### config.mk
export PLATFORM = sky130hd
export DESIGN_NAME = acwd_host_flat
export DESIGN_NICKNAME = d
export VERILOG_FILES = /design/src/inc/acwd_pkg.sv /design/src/inc/acwd_link_if.sv /design/src/core/acwd_host.sv /design/src/flat_wrapper.sv
export SDC_FILE = /design/constraint.sdc
export NUM_CORES = 1
export LEC_CHECK = 0
export BUFFER_PORTS_ARGS = -buffer_cell sky130_fd_sc_hd__buf_2
export CORE_UTILIZATION = 50
export CTS_BUF_LIST = sky130_fd_sc_hd__clkbuf_4
export CTS_CLUSTER_DIAMETER = 50
export DETAILED_ROUTE_END_ITERATION = 8
export GPL_TIMING_DRIVEN = 0
export PLACE_DENSITY = 0.81
export SYNTH_ARGS = -nofsm -noshare
export SYNTH_HDL_FRONTEND = slang
export SYNTH_SLANG_ARGS = --single-unit
### constraint.sdc
create_clock -name ref_clk -period 4.5 [get_ports ref_clk]
set_input_delay 0.45 -clock ref_clk [delete_from_list [all_inputs] [get_ports ref_clk]]
set_output_delay 0.45 -clock ref_clk [all_outputs]
set_load 0.01 [all_outputs]
### src/inc/acwd_pkg.sv
package acwd_pkg;

  // Configuration word layout, MSB first on the wire
  localparam int unsigned CFG_W        = 8;
  localparam int unsigned FRAME_CLKS   = 16;
  localparam int unsigned BIT_IGNORED  = 7;
  localparam int unsigned BIT_ZERO_HI  = 6;
  localparam int unsigned BIT_REF_OFF  = 5;
  localparam int unsigned BIT_DUAL     = 4;
  localparam int unsigned BIT_PICK     = 3;
  localparam int unsigned BIT_ZERO_LO  = 2;
  localparam int unsigned BIT_PM_HI    = 1;
  localparam int unsigned BIT_PM_LO    = 0;
  localparam logic [7:0]  CFG_RESET    = 8'h00;

  // Wake time after full shutdown, in ns
  localparam int unsigned WAKE_NS      = 5000;
  localparam int unsigned LINK_NS      = 30;

  // Host register map (word offsets on the plain port)
  localparam logic [1:0] REG_CMD       = 2'h0;
  localparam logic [1:0] REG_STATUS    = 2'h1;
  localparam logic [1:0] REG_LAST      = 2'h2;

  typedef enum logic [1:0] {
    ACWD_PM_SELECT_GATED,
    ACWD_PM_FULL_ON,
    ACWD_PM_SHUTDOWN_AFTER,
    ACWD_PM_STANDBY_AFTER
  } acwd_pm_e;

  function automatic acwd_pm_e acwd_pm_decode(input logic [1:0] f);
    case (f)
      2'h0:    return ACWD_PM_SELECT_GATED;
      2'h1:    return ACWD_PM_FULL_ON;
      2'h2:    return ACWD_PM_SHUTDOWN_AFTER;
      default: return ACWD_PM_STANDBY_AFTER;
    endcase
  endfunction

endpackage

### src/inc/acwd_link_if.sv
`timescale 1ns/1ps
`default_nettype none
interface acwd_link_if;
  logic sclk;
  logic cs_n;
  logic din;

  modport host (
    output sclk,
    output cs_n,
    output din
  );

  modport dev (
    input sclk,
    input cs_n,
    input din
  );
endinterface
`default_nettype wire

### src/core/acwd_host.sv
`timescale 1ns/1ps
`default_nettype none
module acwd_host #(
  parameter int unsigned DIV = 2
) (
  // System
  input  wire logic       ref_clk,
  input  wire logic       rst,
  // Register port
  input  wire logic [1:0] addr,
  input  wire logic [7:0] wdata,
  input  wire logic       wr,
  input  wire logic       rd,
  output logic      [7:0] rdata,
  // Link
  acwd_link_if.host       link
);
  import acwd_pkg::*;

  typedef enum logic [1:0] {IDLE, LOW, HIGH, DONE} acwd_st_e;

  acwd_st_e   st_r, st_nxt;
  logic [7:0] word_r, word_nxt, last_r, last_nxt, rdata_nxt;
  logic [4:0] bit_r, bit_nxt;
  logic [7:0] div_r, div_nxt;
  logic       sclk_r, sclk_nxt, cs_n_r, cs_n_nxt, din_r, din_nxt;

  // Bits 6 and 2 forced low; bit 3 cleared unless two inputs
  function automatic logic [7:0] acwd_clean(input logic [7:0] w);
    logic [7:0] c;
    c = w;
    c[BIT_ZERO_HI] = 1'b0;
    c[BIT_ZERO_LO] = 1'b0;
    if (!w[BIT_DUAL]) c[BIT_PICK] = 1'b0;
    if (w[BIT_DUAL]) c[BIT_REF_OFF] = 1'b1;
    return c;
  endfunction

  always_comb begin
    st_nxt = st_r; word_nxt = word_r; last_nxt = last_r;
    bit_nxt = bit_r; div_nxt = div_r; sclk_nxt = sclk_r;
    cs_n_nxt = cs_n_r; din_nxt = din_r; rdata_nxt = 8'h00;
    if (rd) begin
      case (addr)
        REG_STATUS: rdata_nxt = {7'h00, st_r != IDLE};
        REG_LAST:   rdata_nxt = last_r;
        default:    rdata_nxt = 8'h00;
      endcase
    end
    div_nxt = (div_r == 8'(DIV - 1)) ? 8'h00 : div_r + 8'h01;
    case (st_r)
      IDLE: if (wr && addr == REG_CMD) begin
        word_nxt = acwd_clean(wdata);
        last_nxt = acwd_clean(wdata);
        cs_n_nxt = 1'b0; bit_nxt = 5'h00; div_nxt = 8'h00; st_nxt = LOW;
        din_nxt  = wdata[BIT_IGNORED];
      end
      LOW: if (div_r == 8'(DIV - 1)) begin
        sclk_nxt = 1'b1; st_nxt = HIGH;
      end
      HIGH: if (div_r == 8'(DIV - 1)) begin
        sclk_nxt = 1'b0;
        bit_nxt  = bit_r + 5'h01;
        word_nxt = {word_r[6:0], 1'b0};
        din_nxt  = word_r[6];
        st_nxt   = (bit_r == 5'(FRAME_CLKS - 1)) ? DONE : LOW;
      end
      DONE: begin
        cs_n_nxt = 1'b1; st_nxt = IDLE;
      end
      default: st_nxt = IDLE;
    endcase
  end

  always_ff @(posedge ref_clk) begin
    if (rst) begin
      st_r <= IDLE; word_r <= 8'h00; last_r <= CFG_RESET; bit_r <= 5'h00;
      div_r <= 8'h00; sclk_r <= 1'b0; cs_n_r <= 1'b1; din_r <= 1'b0;
      rdata <= 8'h00;
    end else begin
      st_r <= st_nxt; word_r <= word_nxt; last_r <= last_nxt;
      bit_r <= bit_nxt; div_r <= div_nxt; sclk_r <= sclk_nxt;
      cs_n_r <= cs_n_nxt; din_r <= din_nxt; rdata <= rdata_nxt;
    end
  end

  assign link.sclk = sclk_r;
  assign link.cs_n = cs_n_r;
  assign link.din  = din_r;
endmodule
`default_nettype wire

### src/flat_wrapper.sv
// flat-port wrapper written by rule: the top's interface ports become plain ports
module acwd_host_flat import acwd_pkg::*;
#(
  parameter int unsigned DIV = 2
)
  (ref_clk, rst, addr, wdata, wr, rd, rdata, link_sclk, link_cs_n, link_din);
  acwd_link_if link_i ();
  input  wire logic ref_clk;
  input  wire logic rst;
  input  wire logic [1:0] addr;
  input  wire logic [7:0] wdata;
  input  wire logic wr;
  input  wire logic rd;
  output logic      [7:0] rdata;
  output wire logic [$bits(link_i.sclk)-1:0] link_sclk;
  output wire logic [$bits(link_i.cs_n)-1:0] link_cs_n;
  output wire logic [$bits(link_i.din)-1:0] link_din;
  assign link_sclk = link_i.sclk;
  assign link_cs_n = link_i.cs_n;
  assign link_din = link_i.din;
  acwd_host #(.DIV(DIV)) u_core (.ref_clk(ref_clk), .rst(rst), .addr(addr), .wdata(wdata), .wr(wr), .rd(rd), .rdata(rdata), .link(link_i));
endmodule
# Word-level counts from Yosys, hierarchy flattened
# Index checks and enable logic that the tools add are counted.
[word_totals]
regBits = 39
output_inout_bits = 11
word_cells = 60
[classes]
n_addsub = 2
eq_ne = 10
muxes = 25
bitwise = 1
reduce_logical = 13
[ops]
columns = ["cell", "n"]
rows = [
  ["2-to-1 mux 8 bit", 3],
  ["one-hot mux 8 bit (2 select lines)", 1],
  ["2-to-1 mux 7 bit", 2],
  ["one-hot mux 7 bit (2 select lines)", 1],
  ["2-to-1 mux 5 bit", 2],
  ["one-hot mux 5 bit (2 select lines)", 1],
  ["AND reduction 3 bit", 3],
  ["adder 8 x 1 -> 8 bit, second input constant", 1],
  ["equality test 8 x 1 -> 1 bit, second input constant", 1],
  ["2-to-1 mux 2 bit", 4],
  ["one-hot mux 2 bit (4 select lines)", 1],
  ["nonzero test 2 bit", 4],
  ["2-to-1 mux 1 bit", 7],
  ["equality test 2 bit, second input constant", 3],
  ["!= test 2 x 1 -> 1 bit, second input constant", 3],
  ["one-hot mux 1 bit (2 select lines)", 3],
  ["adder 5 x 1 -> 5 bit, second input constant", 1],
  ["equality test 5 x 4 -> 1 bit, second input constant", 1],
  ["equality test 2 x 1 -> 1 bit, second input constant", 2],
  ["logical NOT 2 bit", 2],
  ["AND reduction 2 bit", 2],
  ["OR reduction 2 bit", 1],
  ["logical AND 1 bit", 1],
  ["inverter 1 bit", 1],
]

# Longest topological paths before layout
[depth]
ltp_word = 4
depth_mapped = 7
mapped_depth_nobuf = 6

# Worst setup path before layout
# No wires, ideal clock.
[synth_path]
path_kind = "input port to flip-flop"
from = "in addr[0]"
to = "reg u_core.bit_r[2]"
setup_ns = 0.132
arrival_ns = 1.507
setup_slack_ns = 2.861
stages = 7
path_buffers = 1
path_cell_list = "inv_1 ha_1 nor4bb_1 clkbuf_1 a31oi_1 o21ai_0 a21oi_1"
[synth_between]
elab_chain_len = 4
[synth_rtl]
columns = ["item", "line_no", "source"]
rows = [
  ["from (decl)", "flat_wrapper.sv:10", "input wire logic [1:0] addr;"],
  ["logical NOT 2 bit", "acwd_host.sv:52", "IDLE: if (wr && addr == REG_CMD) begin"],
  ["logical AND 1 bit", "acwd_host.sv:52", ""],
  ["!= test 2 x 1 -> 1 bit (no source line)", "n/a", ""],
  ["AND reduction 3 bit (no source line)", "n/a", ""],
  ["to (signal assigned)", "acwd_host.sv:82", "bit_r <= bit_nxt; div_r <= div_nxt; sclk_r <= sclk_nxt;"],
  ["to (decl)", "acwd_host.sv:24", "logic [4:0] bit_r, bit_nxt;"],
]
# No other way between the ends.
# A chain may end at the register's enable or synchronous reset.

# Worst setup path after layout
[layout_path]
from = "reg u_core.div_r[0]"
to = "reg u_core.div_r[4]"
[layout_between]
elab_chain_len = 4
word_cells_on_any_way = 5
[layout_rtl]
columns = ["item", "line_no", "source"]
rows = [
  ["from (decl)", "acwd_host.sv:25", "logic [7:0] div_r, div_nxt;"],
  ["from (signal assigned)", "acwd_host.sv:82", ""],
  ["adder 8 x 1 -> 8 bit or equality test 8 x 1 -> 1 bit (tied branches)", "acwd_host.sv:50", "div_nxt = (div_r == 8'(DIV - 1)) ? 8'h00 : div_r + 8'h01;"],
  ["2-to-1 mux 8 bit *", "acwd_host.sv:50", ""],
  ["2-to-1 mux 8 bit", "acwd_host.sv:52", ""],
  ["2-to-1 mux 8 bit *", "acwd_host.sv:51", "case (st_r)"],
]
# Every way passes the cells marked *; elsewhere a longest branch is shown, timed or not.

==> impl_metrics.prom <==
# TYPE chip_impl_metric gauge
chip_impl_metric{name="maximum_buffer_depth_of_the_clock_tree",unit=""} 2
chip_impl_metric{name="postSynthAreaPerCell",unit="um^2"} 9.060
chip_impl_metric{name="synthArstFlopShare",unit="%"} 0
chip_impl_metric{name="wl_per_cell",unit="um"} 13.67
chip_impl_info{name="worst_path_dominant_cell_family",value="simple AND/OR/NAND/NOR gates"} 1
chip_impl_metric{name="ant_nets",unit=""} 0
chip_impl_metric{name="cp_data_required_time",unit="ps"} 4740
chip_impl_metric{name="largest_net_degree_at_the_start_of_global_routing",unit=""} 14
chip_impl_metric{name="die_width",unit="um"} 57.50
chip_impl_metric{name="insertedDiodeCount",unit=""} 0
chip_impl_metric{name="core_region_area",unit="mm^2"} 0.002829
chip_impl_metric{name="cts.reportedPaths.clkPinSlew",unit="ps"} 130
chip_impl_metric{name="power.leakage",unit="nW"} 0.7407
chip_impl_metric{name="clock_insertion_delay_worst_skew",unit="ps"} 350
chip_impl_metric{name="synth-edff-count",unit=""} 0
chip_impl_metric{name="postCtsHoldBufs",unit=""} 0
chip_impl_info{name="crit_type",value="reg -> reg"} 1
chip_impl_metric{name="final.period_utilization",unit="%"} 39.89
chip_impl_metric{name="routed_wire_length",unit="um"} 3130
chip_impl_metric{name="die_height",unit="um"} 57.50
chip_impl_info{name="hold_class",value="in -> reg"} 1
chip_impl_info{name="timing.critical_path.cells",value="ha_1 > nor4b_4 > and2_0 > or3_1 > buf_2 > nor2_1"} 1
chip_impl_metric{name="via_per_inst",unit=""} 5.476
chip_impl_info{name="post_synthesis_cell_type_with_the_largest_combined_area",value="dfxtp_1"} 1
chip_impl_metric{name="place.detailed.hpwl",unit="um"} 2232
chip_impl_metric{name="globalRouteTotalUtil",unit="%"} 20.93
chip_impl_metric{name="first_pass_grt_wire_length",unit="um"} 5250
chip_impl_metric{name="area_delta_synth_final",unit="%"} 15.84
chip_impl_metric{name="final-hold-violation-count",unit=""} 0
chip_impl_metric{name="max-cap-violations",unit=""} 0
chip_impl_metric{name="synthesis.instances",unit=""} 170
chip_impl_metric{name="number_of_warnings_reported_in_the_yosys_synthesis_log",unit=""} 0
chip_impl_metric{name="placed_area",unit="mm^2"} 0.001678
chip_impl_info{name="ys_top_cells_by_area",value="dfxtp_1 (48%), ha_1 (5.7%), a21oi_1 (5.2%)"} 1
chip_impl_metric{name="std_cell_rows",unit=""} 19
chip_impl_metric{name="achievable-frequency",unit="GHz"} 0.5571
chip_impl_info{name="synth_common_cells",value="dfxtp_1 (37), nand2_1 (20), a21oi_1 (16), nand3_1 (14), nor2_1 (14)"} 1
chip_impl_info{name="failed_checks",value="DRC"} 1
chip_impl_metric{name="overflow",unit=""} 0
chip_impl_metric{name="cts_made_buffers",unit=""} 5
chip_impl_metric{name="antenna_violations_before_repair",unit=""} 0
chip_impl_metric{name="setup_viol",unit=""} 0
chip_impl_metric{name="detailroute.via_count",unit=""} 1254
chip_impl_metric{name="clock_skew",unit="ps"} 14.34
chip_impl_info{name="status",value="finished with violations"} 1
chip_impl_metric{name="maximum_fanout_along_the_worst_path",unit=""} 8
chip_impl_metric{name="postCtsSetupBuffers",unit=""} 0
chip_impl_metric{name="drcViolationCount",unit=""} 3
chip_impl_metric{name="worst-path-buf-inv",unit=""} 1
chip_impl_metric{name="boundaryPins",unit=""} 25
chip_impl_metric{name="vdd_ir_drop_max",unit="mV"} 0.2318
chip_impl_metric{name="timing.setup.tns",unit="ps"} 0
chip_impl_metric{name="yosys.area.top_type_share",unit="%"} 48.09
chip_impl_metric{name="yosys.cell_types.count",unit=""} 34
chip_impl_metric{name="drt_first_pass_iters",unit=""} 6
chip_impl_metric{name="grt_pass1_vias",unit=""} 1246
chip_impl_metric{name="clock_tree.htree_level_count",unit=""} 2
chip_impl_metric{name="detail_route.iter0.violations",unit=""} 50
chip_impl_metric{name="design.final.nets",unit=""} 218
chip_impl_info{name="tritoncts",value="done"} 1
chip_impl_metric{name="slew_violations",unit=""} 0
chip_impl_metric{name="ys_seq_elements",unit=""} 37
chip_impl_info{name="synth_most_common_cell",value="dfxtp_1"} 1
chip_impl_metric{name="worst-endpoint-arrival",unit="ps"} 2030
chip_impl_metric{name="final_layout_size_suffix_gt1_share",unit="%"} 19.19
chip_impl_info{name="most_frequently_used_flop_master_after_synthesis",value="dfxtp_1"} 1
chip_impl_metric{name="layout.cell_area.non_filler",unit="mm^2"} 0.001784
chip_impl_metric{name="initial_core_util",unit="%"} 54.44
chip_impl_metric{name="biggest_cell_delay_along_the_critical_path",unit="ps"} 440
chip_impl_info{name="cp-start-kind",value="flop"} 1
chip_impl_metric{name="synth_area",unit="mm^2"} 0.001540
chip_impl_metric{name="timing.final.crit_period",unit="ps"} 1795
chip_impl_metric{name="place.gp.congestion",unit=""} 0.7630
chip_impl_metric{name="die_area",unit="mm^2"} 0.003306
chip_impl_info{name="cts_root_buf",value="clkbuf_4"} 1
chip_impl_metric{name="count_of_input_and_output_buffers",unit=""} 19
chip_impl_metric{name="cells_resized_by_post_cts_repair",unit=""} 0
chip_impl_metric{name="clkSinkCount",unit=""} 37
chip_impl_metric{name="yosysSeqAreaShare",unit="%"} 48.09
chip_impl_metric{name="power_density",unit="mW/mm^2"} 391.1
chip_impl_info{name="cp-end-kind",value="flop"} 1
chip_impl_info{name="setup_repair_after_global_routing_missed_its_margin",value="false"} 1
chip_impl_info{name="worst_path_max_delay_cell",value="dfxtp_1"} 1
==> layout make-up <==
class	instances	area (um^2)
tap	31	38.79
inverter	5	18.77
clock inverter	3	68.82
fill	249	1045
buffer	10	48.80
timing repair buffer	19	95.09
multi-input combinational	119	735.7
clock buffer	5	37.54
sequential	37	740.7
==> stage by stage <==
stage | hold WS [ps] | instances | util [%] | power, mW | worst slack, ps
after floorplan | 428.5 | 171 | - | 0.3911 | 2861
after global placement | 434.3 | 221 | 59.31 | 0.4076 | 2506
after detailed placement | 445.4 | 221 | 59.31 | 0.4104 | 2429
after CTS | 332.2 | 229 | 63.07 | 0.6993 | 2705
after global routing | 328.2 | 229 | 63.07 | 0.7266 | 2533
final | 331.1 | 229 | 63.07 | 0.6979 | 2705
==> routing by layer <==
metal | track usage, % | part of all wire (%) | wire (um)
met3 | 7.256 | 6.8 | 214
met2 | 37.38 | 50 | 1552
met1 | 22.73 | 42 | 1323
met5 | 0 | 0 | 0
met4 | 7.666 | 1.2 | 39
==> worst reg2reg max path: cells and delay by family (launching register included) <==
kind	cells	cell delay (ps)
and+or+nand+nor	4	860
DFF	1	440
adders and majority gates	1	200
buffers and inverters	1	190
==> registers in the layout, indices dropped and copies added (netlist names) <==
| signal | count |
|---|---|
| u_core.link.cs_n | 1 |
| u_core.rdata | 6 |
| u_core.st_r | 2 |
| u_core.link.sclk | 1 |
| u_core.link.din | 1 |
| u_core.div_r | 8 |
| u_core.word_r | 7 |
| u_core.last_r | 6 |
| u_core.bit_r | 5 |
==> final timing paths <==
path	startpoint	to	slack, ps	depth (start not counted)
min	wdata[7]	u_core.last_r[7]	330	3
max	u_core.div_r[0]	u_core.div_r[4]	2710	6
min reg2reg	u_core.last_r[0]	u_core.rdata[0]	460	2
max reg2reg	u_core.div_r[0]	u_core.div_r[4]	2710	6
==> where the power goes <==
part	switching, mW	internal (mW)	leakage [nW]	total [mW]
clock	0.119	0.175	0.0558	0.294
sequential	0.00913	0.338	0.300	0.347
combinational	0.0326	0.0242	0.385	0.0567
total	0.161	0.537	0.741	0.698
==> placed cells by master, fill, tap and decap left out, drive strengths merged, types with 2 or more instances in the layout <==
master	instances
nor2	14
nor2b	2
conb	2
a21oi	16
o221a	4
ha	7
and3	3
clkbuf	10
nand3	15
nor3	2
nand2	20
buf	24
bufinv	2
xor2	5
nand3b	2
dfxtp	37
a31oi	3
or3	2
inv	6
o21ai	5
and2	6
==> logic make-up after synthesis <==
| family | Yosys count | share of synthesized area, % |
|---|---|---|
| buffers and inverters | 15 | 4.386 |
| xor gates and xnor gates | 6 | 3.412 |
| other | 1 | 0.2435 |
| muxes | 1 | 0.6499 |
| DFF | 37 | 48.09 |
| adders and majority gates | 7 | 5.686 |
| AOI/OAI and AO/OA | 31 | 12.59 |
| and+or+nand+nor | 72 | 24.94 |
No activity file was read; power rests on OpenSTA's default activity.
